<file path="src/fmd_pkg.sv">
/*
 * Shared constants and types of the coprocessor multiply and sine decoder:
 * register map, instruction word layout, status bit positions, internal
 * number format and the fixed-point constants of the sine engine.
 * Assumes a 32-bit register bus and a 25 MHz single clock.
 */
package fmd_pkg;
	// ************************************************
	// Register byte offsets
	// ************************************************
	localparam logic [7:0] CMD_OFS  = 8'h00;
	localparam logic [7:0] SRC_OFS  = 8'h04;
	localparam logic [7:0] STAT_OFS = 8'h08;
	localparam logic [7:0] FPSR_OFS = 8'h0c;
	localparam logic [7:0] EXPO_OFS = 8'h10;
	localparam logic [7:0] FPR_OFS  = 8'h20;
	localparam logic [31:0] SRC_RST  = 32'h0000_0000;
	localparam logic [7:0]  BYTE_RST = 8'h00;

	// ************************************************
	// Instruction word fields and codes
	// ************************************************
	localparam logic [3:0] TRIG_CODE = 4'hf;
	localparam logic [2:0] FPU_ID    = 3'h1;
	localparam logic [6:0] OPM_DIV   = 7'h24;
	localparam logic [6:0] OPM_MUL   = 7'h27;
	localparam logic [6:0] OPM_SIN   = 7'h0e;
	typedef struct packed {
		logic [3:0] trig;
		logic [2:0] cpid;
		logic [2:0] zeroA;
		logic [2:0] mode;
		logic [2:0] eaReg;
		logic       zeroB;
		logic       rm;
		logic       zeroC;
		logic [2:0] spec;
		logic [2:0] dst;
		logic [6:0] opm;
	} cmd_t;
	typedef enum logic [2:0] {
		F_LONG = 3'h0, F_SNG = 3'h1, F_EXT = 3'h2, F_PACK = 3'h3,
		F_WORD = 3'h4, F_DBL = 3'h5, F_BYTE = 3'h6, F_NONE = 3'h7
	} fmt_t;
	typedef enum logic [3:0] {
		EA_DREG, EA_AREG, EA_IND, EA_POSTINC, EA_PREDEC, EA_DISP,
		EA_INDEX, EA_ABSW, EA_ABSL, EA_IMM, EA_PCREL, EA_BAD
	} ea_kind_t;

	// ************************************************
	// Exception and accrued byte bit positions
	// ************************************************
	localparam int EX_BRANCH_UNORDERED_FLAG = 7, EX_SIGNALLING_NAN_FLAG = 6, EX_OPERAND_ERROR_FLAG = 5, EX_OVERFLOW_FLAG = 4;
	localparam int EX_UNDERFLOW_FLAG = 3, EX_DZ = 2, EX_RESULT_INEXACT_FLAG = 1, EX_INPUT_INEXACT_FLAG = 0;
	localparam int AE_IOP = 7, AE_OVERFLOW_FLAG = 6, AE_UNDERFLOW_FLAG = 5, AE_DZ = 4, AE_INEX = 3;

	// ************************************************
	// Internal number format and sine engine
	// ************************************************
	typedef enum logic [1:0] {CL_NUM, CL_ZERO, CL_INF, CL_NAN} cls_t;
	typedef struct packed {
		logic              sign;
		cls_t              cls;
		logic signed [11:0] exp;
		logic [23:0]       mant;
	} fp_val_t;
	localparam fp_val_t ZERO_VAL = '{1'b0, CL_ZERO, 12'sh000, 24'h000000};
	localparam logic signed [11:0] SGL_BIAS  = 12'sh07f;
	localparam logic signed [11:0] SMALL_EXP = -12'sh00c;
	localparam logic signed [11:0] BIG_EXP   = 12'sh016;
	localparam logic signed [11:0] FIX_SCALE = 12'sh014;
	localparam logic [43:0] TWO_PI  = 44'h000_0064_87ed;
	localparam logic [43:0] PI      = 44'h000_0032_43f7;
	localparam logic [43:0] HALF_PI = 44'h000_0019_21fb;
	localparam logic [4:0]  RED_TOP = 5'h15;
	localparam logic [3:0]  ROT_LAST = 4'hf;
	localparam logic signed [23:0] CORDIC_K = 24'sh09b74f;
	typedef enum logic [1:0] {
		ST_IDLE = 2'b00, ST_REDUCE = 2'b01, ST_ROTATE = 2'b11, ST_FINISH = 2'b10
	} state_t;

	// Rotation angle per step, 20 fraction bits
	function automatic logic signed [23:0] atanTab(input logic [3:0] i);
		case (i)
			4'h0:    atanTab = 24'sh0c90fe;
			4'h1:    atanTab = 24'sh076b1a;
			4'h2:    atanTab = 24'sh03eb6f;
			4'h3:    atanTab = 24'sh01fd5c;
			4'h4:    atanTab = 24'sh00ffab;
			4'h5:    atanTab = 24'sh007ff5;
			4'h6:    atanTab = 24'sh003fff;
			default: atanTab = 24'sh100000 >>> i;
		endcase
	endfunction : atanTab
endpackage : fmd_pkg

</file>
<file path="src/fp_mulsin_dec.sv">
/*
 * Coprocessor decoder and executor for the single-precision multiply and
 * the sine operation, with operand-field decoding of the divide.
 * Assumes an AHB-Lite master; the host fetches any memory operand itself
 * and places it in the source register before issuing the command word.
 */
// Overview of operation
// - Coprocessor ID field selects executor; this unit answers its own ID, default 1.
// - Operand select bit: 0 register to register, 1 memory operand to register.
// - Register-to-register: source specifier names the source data register.
// - Memory operand: source specifier gives long, single, extended, packed, word, double, byte; extended, packed and double are refused here.
// - Address mode decoded per mode field, mode 111 subdivided by register field.
// - Destination field names the data register receiving the result.
// - Multiply source by destination, product rounded to single precision.
// - Mantissas beyond 24 bits are truncated before the multiply.
// - Multiply result exponent is kept beyond single-precision range.
// - Zero times infinity gives NaN and operand error; signed zero, signed infinity.
// - Quotient byte unchanged; unordered-branch and divide-by-zero flags cleared.
// - Sine clears the overflow flag.
// - Input inexact only for packed input; cleared for every other format.
// - Accrued byte gathers the exception byte after each operation.
// - Sine converts source, computes sine, stores to destination register.
// - Sine reduces argument into plus/minus two pi; result within plus/minus one.
// - Sine of signed zero is same zero; infinity gives NaN and operand error.
`timescale 1ns/10ps
module fp_mulsin_dec #(
	parameter logic [2:0] OWN_ID = fmd_pkg::FPU_ID
) (
	// Clock, reset and enable
	input  wire logic        clk,
	input  wire logic        rst_n,
	input  wire logic        ce,
	// AHB-Lite slave
	input  wire logic        hsel,
	input  wire logic [31:0] haddr,
	input  wire logic [1:0]  htrans,
	input  wire logic        hwrite,
	input  wire logic [2:0]  hsize,
	input  wire logic        hready,
	input  wire logic [31:0] hwdata,
	output logic             hreadyout,
	output logic             hresp,
	output logic [31:0]      hrdata
);
	// ************************************************
	// Helper functions
	// ************************************************
	// Position of the highest set bit
	function automatic logic [5:0] lead1(input logic [43:0] v);
		lead1 = 6'h00;
		for (int i = 0; i < 44; i++) begin
			if (v[i]) lead1 = 6'(i);
		end
	endfunction : lead1

	// Normalise a magnitude, excess low bits truncated
	function automatic fmd_pkg::fp_val_t mkVal(input logic s, input logic [43:0] m,
		input logic signed [11:0] scale);
		logic [5:0]  p;
		logic [43:0] sh;
		p = lead1(m);
		sh = (p >= 6'h17) ? (m >> (p - 6'h17)) : (m << (6'h17 - p));
		mkVal.sign = s;
		mkVal.cls  = (m == 44'h0) ? fmd_pkg::CL_ZERO : fmd_pkg::CL_NUM;
		mkVal.exp  = $signed({6'h00, p}) - scale;
		mkVal.mant = sh[23:0];
	endfunction : mkVal

	// Single-precision word to internal form, denormals flushed
	function automatic fmd_pkg::fp_val_t fromIeee(input logic [31:0] w);
		fromIeee.sign = w[31];
		fromIeee.exp  = $signed({4'h0, w[30:23]}) - fmd_pkg::SGL_BIAS;
		fromIeee.mant = {1'b1, w[22:0]};
		if (w[30:23] == 8'h00) fromIeee.cls = fmd_pkg::CL_ZERO;
		else if (w[30:23] != 8'hff) fromIeee.cls = fmd_pkg::CL_NUM;
		else if (w[22:0] == 23'h0) fromIeee.cls = fmd_pkg::CL_INF;
		else fromIeee.cls = fmd_pkg::CL_NAN;
	endfunction : fromIeee

	// Internal form to single-precision view, saturating
	function automatic logic [31:0] toIeee(input fmd_pkg::fp_val_t v);
		logic signed [11:0] e;
		e = v.exp + fmd_pkg::SGL_BIAS;
		if (v.cls == fmd_pkg::CL_NAN) toIeee = {v.sign, 8'hff, 23'h400000};
		else if (v.cls == fmd_pkg::CL_INF) toIeee = {v.sign, 8'hff, 23'h0};
		else if (v.cls == fmd_pkg::CL_ZERO || e < 12'sh001) toIeee = {v.sign, 31'h0};
		else if (e > 12'sh0fe) toIeee = {v.sign, 8'hff, 23'h0};
		else toIeee = {v.sign, e[7:0], v.mant[22:0]};
	endfunction : toIeee

	// Addressing mode of an effective-address field
	function automatic fmd_pkg::ea_kind_t eaKindOf(input logic [2:0] md, input logic [2:0] rg);
		case (md)
			3'h0: eaKindOf = fmd_pkg::EA_DREG;
			3'h1: eaKindOf = fmd_pkg::EA_AREG;
			3'h2: eaKindOf = fmd_pkg::EA_IND;
			3'h3: eaKindOf = fmd_pkg::EA_POSTINC;
			3'h4: eaKindOf = fmd_pkg::EA_PREDEC;
			3'h5: eaKindOf = fmd_pkg::EA_DISP;
			3'h6: eaKindOf = fmd_pkg::EA_INDEX;
			default: begin
				case (rg)
					3'h0:       eaKindOf = fmd_pkg::EA_ABSW;
					3'h1:       eaKindOf = fmd_pkg::EA_ABSL;
					3'h4:       eaKindOf = fmd_pkg::EA_IMM;
					3'h2, 3'h3: eaKindOf = fmd_pkg::EA_PCREL;
					default:    eaKindOf = fmd_pkg::EA_BAD;
				endcase
			end
		endcase
	endfunction : eaKindOf

	// ************************************************
	// State
	// ************************************************
	fmd_pkg::state_t    state;
	fmd_pkg::fp_val_t   fpr [8];
	fmd_pkg::fp_val_t   srcLat, dstLat, resVal;
	fmd_pkg::cmd_t      lastCmd;
	fmd_pkg::ea_kind_t  eaKindL;
	logic [31:0]        srcData;
	logic [7:0]         qByte, exc, acc, newExc, accSet;
	logic signed [11:0] lastExp;
	logic               done, idMiss, eaBadL, fmtBadL, noExec, opIsSin, flip;
	logic [2:0]         dstIdx;
	logic [43:0]        rAcc;
	logic [4:0]         kCnt;
	logic [3:0]         it;
	logic signed [23:0] cx, cy, cz;
	logic               rdPend, wrPend;
	logic [7:0]         rdAddr, wrAddr;
	logic [31:0]        rdMux;

	// ************************************************
	// Bus decode
	// ************************************************
	wire addrPhase = hsel & htrans[1] & hready;
	wire fprWr     = wrAddr[7:5] == fmd_pkg::FPR_OFS[7:5] && wrAddr[1:0] == 2'b00;
	wire fprRd     = rdAddr[7:5] == fmd_pkg::FPR_OFS[7:5] && rdAddr[1:0] == 2'b00;
	wire wrCmd     = wrPend && wrAddr == fmd_pkg::CMD_OFS;
	wire wrSrc     = wrPend && wrAddr == fmd_pkg::SRC_OFS;
	wire wrFpsr    = wrPend && wrAddr == fmd_pkg::FPSR_OFS;
	wire wrFpr     = wrPend && fprWr;
	wire idle      = state == fmd_pkg::ST_IDLE;
	wire finish    = state == fmd_pkg::ST_FINISH;
	wire [31:0] statWord = {16'h0, lastCmd.rm, lastCmd.spec, eaKindL, 2'b00,
		noExec, fmtBadL, eaBadL, idMiss, done, !idle};

	// Read selection by address
	always_comb begin
		if (rdAddr == fmd_pkg::CMD_OFS) rdMux = lastCmd;
		else if (rdAddr == fmd_pkg::SRC_OFS) rdMux = srcData;
		else if (rdAddr == fmd_pkg::STAT_OFS) rdMux = statWord;
		else if (rdAddr == fmd_pkg::FPSR_OFS) rdMux = {8'h00, qByte, exc, acc};
		else if (rdAddr == fmd_pkg::EXPO_OFS) rdMux = {{20{lastExp[11]}}, lastExp};
		else if (fprRd) rdMux = toIeee(fpr[rdAddr[4:2]]);
		else rdMux = 32'h0;
	end

	// Address capture, one wait state on reads
	always_ff @(posedge clk) begin
		if (!rst_n) begin
			wrPend    <= 1'b0;
			rdPend    <= 1'b0;
			wrAddr    <= 8'h00;
			rdAddr    <= 8'h00;
			hreadyout <= 1'b1;
			hresp     <= 1'b0;
			hrdata    <= 32'h0;
		end else if (ce) begin
			wrPend    <= addrPhase & hwrite;
			rdPend    <= addrPhase & ~hwrite;
			hreadyout <= ~(addrPhase & ~hwrite);
			if (addrPhase) wrAddr <= haddr[7:0];
			if (addrPhase) rdAddr <= haddr[7:0];
			if (rdPend) hrdata <= rdMux;
		end
	end

	// ************************************************
	// Command decode
	// ************************************************
	wire fmd_pkg::cmd_t    cw     = fmd_pkg::cmd_t'(hwdata);
	wire fmd_pkg::ea_kind_t eaK   = eaKindOf(cw.mode, cw.eaReg);
	wire fmd_pkg::fmt_t    fmt    = fmd_pkg::fmt_t'(cw.spec);
	wire idHit  = cw.trig == fmd_pkg::TRIG_CODE && cw.cpid == OWN_ID;
	wire isMul  = cw.opm == fmd_pkg::OPM_MUL;
	wire isSin  = cw.opm == fmd_pkg::OPM_SIN;
	wire isDiv  = cw.opm == fmd_pkg::OPM_DIV;
	wire eaBad  = cw.rm && (eaK == fmd_pkg::EA_AREG || eaK == fmd_pkg::EA_BAD);
	wire fmtOk  = fmt == fmd_pkg::F_LONG || fmt == fmd_pkg::F_SNG ||
		fmt == fmd_pkg::F_WORD || fmt == fmd_pkg::F_BYTE;
	wire fmtBad = cw.rm && !fmtOk;
	wire runIt  = wrCmd && idle && idHit && (isMul || isSin) && !eaBad && !fmtBad;

	// Source operand: register, or memory data converted by format
	wire [31:0] intVal = (fmt == fmd_pkg::F_WORD) ? {{16{srcData[15]}}, srcData[15:0]} :
		(fmt == fmd_pkg::F_BYTE) ? {{24{srcData[7]}}, srcData[7:0]} : srcData;
	wire [31:0] intMag = intVal[31] ? 32'(-intVal) : intVal;
	wire fmd_pkg::fp_val_t memVal = (fmt == fmd_pkg::F_SNG) ? fromIeee(srcData) :
		mkVal(intVal[31], {12'h000, intMag}, 12'sh000);
	wire fmd_pkg::fp_val_t srcVal = cw.rm ? memVal : fpr[cw.spec];

	// Fixed-point argument, 20 fraction bits, huge exponents capped
	wire signed [11:0] fe = (srcVal.exp > fmd_pkg::BIG_EXP) ? fmd_pkg::BIG_EXP : srcVal.exp;
	wire [43:0] mant44 = {20'h0, srcVal.mant};
	wire [43:0] fixMag = (fe >= 12'sh003) ? (mant44 << (fe - 12'sh003)) :
		(mant44 >> (12'sh003 - fe));
	wire sinLong = isSin && srcVal.cls == fmd_pkg::CL_NUM && srcVal.exp >= fmd_pkg::SMALL_EXP;

	// ************************************************
	// Sine engine datapath
	// ************************************************
	wire [43:0] redStep = fmd_pkg::TWO_PI << kCnt;
	wire [43:0] rNext   = (rAcc >= redStep) ? rAcc - redStep : rAcc;
	wire        pastPi  = rNext >= fmd_pkg::PI;
	wire [43:0] r1      = pastPi ? rNext - fmd_pkg::PI : rNext;
	wire [43:0] r2      = (r1 > fmd_pkg::HALF_PI) ? fmd_pkg::PI - r1 : r1;
	wire        zNeg    = cz[23];
	wire signed [23:0] yShift = cy >>> it;
	wire signed [23:0] xShift = cx >>> it;
	wire signed [23:0] angle  = fmd_pkg::atanTab(it);
	wire        yNeg    = cy[23];
	wire [23:0] yAbs    = yNeg ? 24'(-cy) : cy;
	wire fmd_pkg::fp_val_t sinVal = mkVal(flip ^ yNeg, {20'h0, yAbs}, fmd_pkg::FIX_SCALE);

	// ************************************************
	// Result and exception evaluation
	// ************************************************
	logic [47:0] prod;
	logic [23:0] m0;
	logic [24:0] mr;
	logic        hi, grd, stk, operand_error_flag, result_inexact_flag;
	always_comb begin
		prod   = srcLat.mant * dstLat.mant;
		hi     = prod[47];
		m0     = hi ? prod[47:24] : prod[46:23];
		grd    = hi ? prod[23] : prod[22];
		stk    = hi ? |prod[22:0] : |prod[21:0];
		mr     = {1'b0, m0} + {24'h0, grd & (stk | m0[0])};
		operand_error_flag  = 1'b0;
		result_inexact_flag  = 1'b0;
		resVal = srcLat;
		resVal.sign = srcLat.sign ^ dstLat.sign;
		if (opIsSin) begin
			resVal = srcLat;
			if (srcLat.cls == fmd_pkg::CL_INF) begin
				resVal.cls = fmd_pkg::CL_NAN;
				operand_error_flag      = 1'b1;
			end else if (srcLat.cls == fmd_pkg::CL_NUM) begin
				result_inexact_flag = 1'b1;
				if (srcLat.exp >= fmd_pkg::SMALL_EXP) resVal = sinVal;
			end
		end else if (srcLat.cls == fmd_pkg::CL_NAN || dstLat.cls == fmd_pkg::CL_NAN) begin
			resVal.cls = fmd_pkg::CL_NAN;
		end else if ((srcLat.cls == fmd_pkg::CL_ZERO && dstLat.cls == fmd_pkg::CL_INF) ||
			(srcLat.cls == fmd_pkg::CL_INF && dstLat.cls == fmd_pkg::CL_ZERO)) begin
			resVal.cls = fmd_pkg::CL_NAN;
			operand_error_flag      = 1'b1;
		end else if (srcLat.cls == fmd_pkg::CL_INF || dstLat.cls == fmd_pkg::CL_INF) begin
			resVal.cls = fmd_pkg::CL_INF;
		end else if (srcLat.cls == fmd_pkg::CL_ZERO || dstLat.cls == fmd_pkg::CL_ZERO) begin
			resVal.cls = fmd_pkg::CL_ZERO;
		end else begin
			resVal.cls  = fmd_pkg::CL_NUM;
			resVal.mant = mr[24] ? mr[24:1] : mr[23:0];
			resVal.exp  = srcLat.exp + dstLat.exp + $signed({11'h000, hi}) +
				$signed({11'h000, mr[24]});
			result_inexact_flag       = grd | stk;
		end
		newExc            = 8'h00;
		newExc[fmd_pkg::EX_OPERAND_ERROR_FLAG] = operand_error_flag;
		newExc[fmd_pkg::EX_RESULT_INEXACT_FLAG] = result_inexact_flag;
		accSet            = 8'h00;
		accSet[fmd_pkg::AE_IOP]  = newExc[fmd_pkg::EX_BRANCH_UNORDERED_FLAG] | newExc[fmd_pkg::EX_SIGNALLING_NAN_FLAG] |
			newExc[fmd_pkg::EX_OPERAND_ERROR_FLAG];
		accSet[fmd_pkg::AE_OVERFLOW_FLAG] = newExc[fmd_pkg::EX_OVERFLOW_FLAG];
		accSet[fmd_pkg::AE_UNDERFLOW_FLAG] = newExc[fmd_pkg::EX_UNDERFLOW_FLAG] & newExc[fmd_pkg::EX_RESULT_INEXACT_FLAG];
		accSet[fmd_pkg::AE_DZ]   = newExc[fmd_pkg::EX_DZ];
		accSet[fmd_pkg::AE_INEX] = newExc[fmd_pkg::EX_INPUT_INEXACT_FLAG] | newExc[fmd_pkg::EX_RESULT_INEXACT_FLAG] |
			newExc[fmd_pkg::EX_OVERFLOW_FLAG];
	end

	// ************************************************
	// Sequencer
	// ************************************************
	always_ff @(posedge clk) begin
		if (!rst_n) begin
			state   <= fmd_pkg::ST_IDLE;
			srcLat  <= fmd_pkg::ZERO_VAL;
			dstLat  <= fmd_pkg::ZERO_VAL;
			opIsSin <= 1'b0;
			dstIdx  <= 3'h0;
			flip    <= 1'b0;
			rAcc    <= 44'h0;
			kCnt    <= 5'h00;
			it      <= 4'h0;
			cx      <= 24'sh000000;
			cy      <= 24'sh000000;
			cz      <= 24'sh000000;
		end else if (ce) begin
			case (state)
				fmd_pkg::ST_IDLE: begin
					if (runIt) begin
						srcLat  <= srcVal;
						dstLat  <= fpr[cw.dst];
						dstIdx  <= cw.dst;
						opIsSin <= isSin;
						flip    <= srcVal.sign;
						rAcc    <= fixMag;
						kCnt    <= fmd_pkg::RED_TOP;
						state   <= sinLong ? fmd_pkg::ST_REDUCE : fmd_pkg::ST_FINISH;
					end
				end
				fmd_pkg::ST_REDUCE: begin
					rAcc <= rNext;
					kCnt <= kCnt - 5'h01;
					if (kCnt == 5'h00) begin
						cz    <= $signed(r2[23:0]);
						cx    <= fmd_pkg::CORDIC_K;
						cy    <= 24'sh000000;
						it    <= 4'h0;
						flip  <= flip ^ pastPi;
						state <= fmd_pkg::ST_ROTATE;
					end
				end
				fmd_pkg::ST_ROTATE: begin
					cx <= zNeg ? cx + yShift : cx - yShift;
					cy <= zNeg ? cy - xShift : cy + xShift;
					cz <= zNeg ? cz + angle : cz - angle;
					it <= it + 4'h1;
					if (it == fmd_pkg::ROT_LAST) state <= fmd_pkg::ST_FINISH;
				end
				default: state <= fmd_pkg::ST_IDLE;
			endcase
		end
	end

	// ************************************************
	// Software-visible registers
	// ************************************************
	always_ff @(posedge clk) begin
		if (!rst_n) begin
			srcData <= fmd_pkg::SRC_RST;
			lastCmd <= fmd_pkg::cmd_t'(32'h0);
			eaKindL <= fmd_pkg::EA_DREG;
			{done, idMiss, eaBadL, fmtBadL, noExec} <= 5'h00;
			qByte   <= fmd_pkg::BYTE_RST;
			exc     <= fmd_pkg::BYTE_RST;
			acc     <= fmd_pkg::BYTE_RST;
			lastExp <= 12'sh000;
		end else if (ce) begin
			if (wrSrc) srcData <= hwdata;
			if (wrCmd && idle) begin
				lastCmd <= cw;
				eaKindL <= eaK;
				done    <= 1'b0;
				idMiss  <= !idHit;
				eaBadL  <= eaBad;
				fmtBadL <= fmtBad;
				noExec  <= !(isMul || isSin) || isDiv;
			end
			// Completion wins over a software write
			if (finish) begin
				exc     <= newExc;
				acc     <= acc | accSet;
				lastExp <= resVal.exp;
				done    <= 1'b1;
			end else if (wrFpsr) begin
				{exc, acc} <= hwdata[15:0];
			end
			if (wrFpsr) qByte <= hwdata[23:16];
		end
	end

	// Data register file, results beat bus writes
	for (genvar g = 0; g < 8; g++) begin : gFpr
		always_ff @(posedge clk) begin
			if (!rst_n) begin
				fpr[g] <= fmd_pkg::ZERO_VAL;
			end else if (ce) begin
				if (finish && dstIdx == 3'(g)) fpr[g] <= resVal;
				else if (wrFpr && wrAddr[4:2] == 3'(g)) fpr[g] <= fromIeee(hwdata);
			end
		end
	end
endmodule : fp_mulsin_dec

</file>
<file path="config.mk">
export PLATFORM = sky130hd
export DESIGN_NAME = fp_mulsin_dec
export DESIGN_NICKNAME = d
export VERILOG_FILES = /design/src/fmd_pkg.sv /design/src/fp_mulsin_dec.sv
export SDC_FILE = /design/constraint.sdc
export NUM_CORES = 2
export LEC_CHECK = 0
export BUFFER_PORTS_ARGS = -buffer_cell sky130_fd_sc_hd__buf_4
export CORE_UTILIZATION = 30
export DETAILED_ROUTE_END_ITERATION = 10
export PLACE_DENSITY = 0.43
export SYNTH_ARGS = -nofsm -noshare
export SYNTH_HDL_FRONTEND = slang
export SYNTH_SLANG_ARGS = --single-unit
</file>
<file path="constraint.sdc">
create_clock -name clk -period 12.9 [get_ports clk]
set_input_delay 1.29 -clock clk [delete_from_list [all_inputs] [get_ports clk]]
set_output_delay 1.29 -clock clk [all_outputs]
set_load 0.005 [all_outputs]
</file>
**Word-level counts from Yosys, hierarchy flattened**

Memories as Yosys holds them, arrays and structs flattened. A register that Yosys moved wholly into a read port is not among the register bits.
Cells that the tools add are included.

- Word-level logic and storage cells: 542
- Memory bits (writable): 312
- Bits in registers: 323
- Memories kept: 1
- Bits of input ports: 75

Memories:

| memory | words | bits a word | read ports | clocked after Yosys merged registers in | write ports | RTL line | source |
|---|---|---|---|---|---|---|---|
| fpr | 8 | 39 | 3 | 2 | 8 | fp_mulsin_dec.sv:117 | `fmd_pkg::fp_val_t fpr [8];` |

- Add/sub/neg operators: 27
- Multipliers: 1
- Eq/ne operators: 63
- Reduce and logical (&&, ||, !) cells: 89
- Bitwise logic cells: 29
- Shift-type cells: 10
- Mux-type cells: 270
- Magnitude comparators: 11

Operators by type and width:

| cell | count |
|---|---|
| 2-to-1 mux 39 bit | 20 |
| 2-to-1 mux 6 bit | 52 |
| 2-to-1 mux 24 bit | 12 |
| 2-to-1 mux 32 bit | 9 |
| 2-to-1 mux 36 bit | 5 |
| 2-to-1 mux 44 bit | 4 |
| one-hot mux 24 bit (7 select lines) | 1 |
| one-hot mux 24 bit (2 select lines) | 3 |
| 2-to-1 mux 31 bit | 4 |
| 2-to-1 mux 1 bit | 99 |
| 2-to-1 mux 2 bit | 44 |
| one-hot mux 44 bit (2 select lines) | 1 |
| adder 24 bit | 3 |
| subtractor 24 bit | 3 |
| multiplier 24 x 24 -> 48 bit | 1 |
| >>> shifter 24 x 4 -> 24 bit | 2 |
| logical NOT 23 bit | 2 |
| greater-or-equal comparator 44 x 22 -> 1 bit, second input constant | 1 |
| greater-or-equal comparator 44 bit | 1 |
| > comparator 44 x 21 -> 1 bit, second input constant | 1 |
| left shift 23 x 5 -> 44 bit, first input constant | 1 |
| left shift 24 x 12 -> 44 bit | 1 |
| >> shifter 24 x 12 -> 44 bit | 1 |
| subtractor 44 x 22 -> 44 bit, second input constant | 1 |
| 78 further kinds | 228 |

**Logic depth before layout (Yosys ltp)**

- Depth in word-level cells: 48
- Depth in mapped cells: 58
- Gate-level depth less buffers: 54

**Least setup slack after synthesis**

OpenSTA, ideal clock, no wires.

- Path kind: register to register
- From: reg srcLat[19] (netlist bit)
- To: mem fpr[1][35] (netlist bit) (data pin)
- Arrival: 11.925 ns
- Path slack: 0.701 ns
- Stages on the path, launching flop included: 57
- Data required time: 12.625 ns
- Path buffers: 4
- Cells stage by stage: dfxtp_1 > clkbuf_1 > clkbuf_1 > nand2_1 > fa_1 > inv_1 > fa_1 > inv_1 > fa_1 > inv_1 > fa_1 > fa_1 > inv_1 > fa_1 > inv_1 > fa_1 > ha_1 > inv_1 > [21 not listed] > inv_1 > fa_1 > ha_1 > a21o_1 > a21oi_1 > o21bai_1 > a21oi_1 > o21bai_1 > a21oi_1 > o21bai_1 > a21oi_1 > o21bai_1 > a21oi_1 > xnor2_1 > nand2_1 > xnor2_1 > o21ai_1 > o22ai_1

RTL lines:

| item | RTL line | source |
|---|---|---|
| start: declaration | fp_mulsin_dec.sv:118 | `fmd_pkg::fp_val_t srcLat, dstLat, resVal;` |
| start signal: assignment | fp_mulsin_dec.sv:290 | `srcLat <= fmd_pkg::ZERO_VAL;` |
| start signal: assignment | fp_mulsin_dec.sv:305 | `srcLat <= srcVal;` |
| end: declaration | fp_mulsin_dec.sv:117 |  |

**Worst setup path in the final report**

- From: reg srcLat[18] (netlist bit)
- To: reg lastExp[11]

- Word-level cells in the longest chain between the ends: 12
- Elaborated cells between the ends (all ways): 16
- Classes of those cells: 3 x add/sub; 1 x mul; 8 x mux; 2 x bitwise; 2 x reduce/logical

RTL lines:

| item | RTL line | source |
|---|---|---|
| multiplier 24 x 24 -> 48 bit (*) | fp_mulsin_dec.sv:235 | `prod = srcLat.mant * dstLat.mant;` |
| OR reduction 23 bit / OR reduction 22 bit (equally long branches) | fp_mulsin_dec.sv:239 | `stk = hi ? \|prod[22:0] : \|prod[21:0];` |
| 2-to-1 mux 1 bit | fp_mulsin_dec.sv:239 |  |
| bitwise OR 1 bit | fp_mulsin_dec.sv:240 | `mr = {1'b0, m0} + {24'h0, grd & (stk \| m0[0])};` |
| AND 1 bit | fp_mulsin_dec.sv:240 |  |
| adder 24 x 1 -> 25 bit | fp_mulsin_dec.sv:240 |  |
| adder 12 x 2 -> 12 bit (*) | fp_mulsin_dec.sv:267 | `resVal.exp = srcLat.exp + dstLat.exp + $signed({11'h000, hi}) +` |
| 2-to-1 mux 36 bit (*) | fp_mulsin_dec.sv:262 | `end else if (srcLat.cls == fmd_pkg::CL_ZERO \|\| dstLat.cls == fmd_pkg::CL_ZERO) begin` |
| 2-to-1 mux 36 bit (*) | fp_mulsin_dec.sv:260 | `end else if (srcLat.cls == fmd_pkg::CL_INF \|\| dstLat.cls == fmd_pkg::CL_INF) begin` |
| 2-to-1 mux 36 bit (*) | fp_mulsin_dec.sv:256 | `end else if ((srcLat.cls == fmd_pkg::CL_ZERO && dstLat.cls == fmd_pkg::CL_INF) \|\|` |
| 2-to-1 mux 36 bit (*) | fp_mulsin_dec.sv:254 | `end else if (srcLat.cls == fmd_pkg::CL_NAN \|\| dstLat.cls == fmd_pkg::CL_NAN) begin` |
| 2-to-1 mux 38 bit (*) | fp_mulsin_dec.sv:245 | `if (opIsSin) begin` |
| end signal: assignment | fp_mulsin_dec.sv:367 | `lastExp <= resVal.exp;` |
| end: declaration | fp_mulsin_dec.sv:123 | `logic signed [11:0] lastExp;` |

Every way passes the cells marked *; elsewhere a longest branch is shown, timed or not.
A chain may end at the register's enable or synchronous reset.

==> qor.csv <==
metric,value,unit
share of layout cells above drive strength 1,12.0,%
fill cell count,28095,
"Area growth, synth to finish",10.3,%
reg2reg end,lastExp[11],
grt peak-use layer,met2,
gr usage total,26.8,%
Flop pwr share,39.2,%
Combinational Power Share,16.8,%
post-synth top area cell,fa_1,
commonest cells in the netlist,"nand2_1 (1311), a21oi_1 (725), nor2_1 (698)",
met2 Use GR,41.2,%
io pins,109,
Netlist cell types,132,
fin crit share,95.0,%
outcome,"complete, no violations",
register area,16700,µm²
switching power,1.82,mW
Final Hold Fails,0,
clk sink count,677,
Die Y,521,µm
Die X-Extent,521,µm
skew final,91.9,ps
DRT iter0 DRCs,8452,
gp weighted congestion,0.923,
post-synthesis sequential area ratio,20.6,%
Int Power,4.06,mW
Syn. warnings,0,
Post-Synthesis Mean Instance Area,8.33,µm²
Final Slew Violations,0,
Worst Min Path Start,acc[4],
Inserted Clock Buffers,84,
CORE AREA,268000,µm²
Async SR Flop Fraction,0,%
slowest CP cell,fa_1,
hold_ws,450,ps
CP peak stage delay,550,ps
TritonRoute pass-1 iters,6,
H-tree levels,3,
Netlist Area Pre-Place,80800,µm²
number of max-cap violations,0,
Crit path max-delay family,adder cells,
Hold Path Depth,2,
type of the worst setup path,flip-flop to flip-flop,
# nets final,10389,
clk_lat worst skew,770,ps
Net Sw Frac,30.9,%
vias in the first global route,74623,
#FFs+latches synth,677,
IO Port Bufs,79,
first-pass GRT wire length,536,mm
initial antenna violation count,37,
Global Route met1 Usage,36.1,%
WP data required,13500,ps
r2r worst-path depth,57,
die area,271000,µm²
highest clock rate,81.6,MHz
clock-pin slew on the worst setup and hold paths,60,ps
# setup viols final,0,
CP arrival,12850,ps
Finished Layout Cells,13108,
Max Root-Sink Buffers,3,
# rows,190,
Final Core Density,33.2,%
"Remaining Overflow, GRT",0,
Critical Path Sink Type,flip-flop,
Post-DP Area,86100,µm²
Inst Count DP,12943,
relative slew slack,6.06,%
met3 Use GR,5.76,%
area taken by multi-input logic gates,58900,µm²
maximum vdd drop,0.000106,V
dominant cells by area after synthesis,"fa_1 (12%), edfxtp_1 (12%), dfxtp_1 (9.0%), mux4_2 (7.5%), nand2_1 (6.1%)",
Slew @ Worst Pin,1410,ps
Pleak,34.3,nW
Antenna Nets Post-Route,0,
Via density,5.90,
top_reg_cell synth,dfxtp_1,
Final Cell Area,89100,µm²
Residual DRC,0,
Vias,77286,
Initial Utilization,30.2,%
CP Launch Type,flip-flop,
final WL,375,mm
post-synth top area share,12.1,%
critical path peak fanout,15,
reg2reg setup slack,650,ps
R2R Path Start,srcLat[18],
Post-Syn Instances,9700,
Post-synth EDFFs,312,
post-route minimum period,12250,ps
WL/cell,28.6,µm
CTS tree,yes,
Clock power frac,44.0,%
Hold Path Sink,acc[4],
Post-DP HPWL,282,mm
largest net degree at the start of global routing,91,
P per Cell Area,65.9,nW/µm²
cell with the most instances on the worst path,fa_1,
CP bufs+invs,11,
Hold WC Path Type,flip-flop to flip-flop,
Post-CTS Hold Buffers,0,
root buffer cell,clkbuf_16,
most frequent cell after synthesis,nand2_1,
syn nets,10610,
## cell type report
class / count / share of cell area, %
Multi-Input combinational cell: 7605 / 66.1
Sequential cell: 677 / 18.8
Tap cell: 3552 / 4.99
Timing Repair Buffer: 449 / 4.03
Inverter: 662 / 2.81
Clock buffer: 113 / 2.62
Clock inverter: 43 / 0.681
Antenna cell: 7 / 0.0197
## cells by family after synthesis
family                     share of synthesized area [%]
and+or+nand+nor                                     18.2
AOI/OAI and AO/OA                                   21.3
buffers and inverters                               6.77
adders and majority gates                           17.5
DFF                                                 20.6
muxes                                               12.1
xor gates and xnor gates                            3.53
other                                            0.00464
## per-stage QoR
step | TNS, ps | setup WS (ps) | power (mW)
after floorplan | 0 | 701 | 2.91
after detailed placement | 0 | 66.8 | 3.30
after CTS | 0 | 4.78 | 5.89
after global placement | 0 | 87.9 | 3.30
after global routing | -17.5 | -17.5 | 6.02
final | 0 | 651 | 5.87
## worst min-delay path: cells and delay by family (launching register included)
kind | cells | cell delay, ps
compound gates | 1 | 50
simple gates | 1 | 50
flops | 1 | 300
## placed cells by master, fill, tap and decap left out, types with 208 or more instances in the layout
cell type / instances
dfxtp_1: 338
buf_4: 430
xnor2_1: 208
ha_1: 347
o21ai_0: 559
nor3_1: 215
mux2i_1: 262
a21oi_1: 722
edfxtp_1: 312
fa_1: 488
and2_1: 252
nor2_1: 690
nand2_1: 1308
inv_1: 649
mux4_2: 268
## registers in the layout, indices dropped and copies added, names as in the netlist, 5 cells and up, named ones only
signal   count
lastCmd     32
srcLat      39
qByte        8
hrdata      32
cz          24
kCnt         5
lastExp     12
srcData     32
fpr        312
rAcc        44
wrAddr       8
acc          8
dstLat      39
exc          8
cy          24
cx          24
## what timing repair did
action | in CTS | in global routing
pin swaps | 0 | 2
endpoints found under the setup margin | 7 | 53
setup buffers | 0 | 2
gates resized for setup | 2 | 25
endpoints found under the hold margin | 0 | 0
## routing by layer
metal  vias to the layer above  part of all wire, %  wire [µm]
met5                         -                0.064        241
met4                        38                  4.6      17200
met3                       602                  8.7      32700
met2                      3338                   44     164000
met1                     38864                   43     161000
li1                      34444                    -          -
## how the worst max path moves through the flow
stage,startpoint,endpoint,slack [ps],depth (start not counted)
after global routing,srcLat[18],lastExp[11],-20,57
after global placement,srcLat[8],lastExp[11],90,53
after floorplan,srcLat[19],fpr[1][35],700,56
after CTS,srcLat[18],lastExp[11],5,56
final,srcLat[18],lastExp[11],650,57
after detailed placement,srcLat[8],lastExp[11],70,53
## power by group through the flow
stage / combinational [mW] / clock [mW] / sequential (mW)
2_1_floorplan: 0.568 / 0 / 2.34
5_1_grt: 1.01 / 2.70 / 2.31
4_1_cts: 0.957 / 2.63 / 2.30
3_5_place_dp: 0.954 / 0 / 2.35
3_3_place_gp: 0.955 / 0 / 2.35
6_report: 0.985 / 2.59 / 2.30
Power figures use the tool's default switching activity.
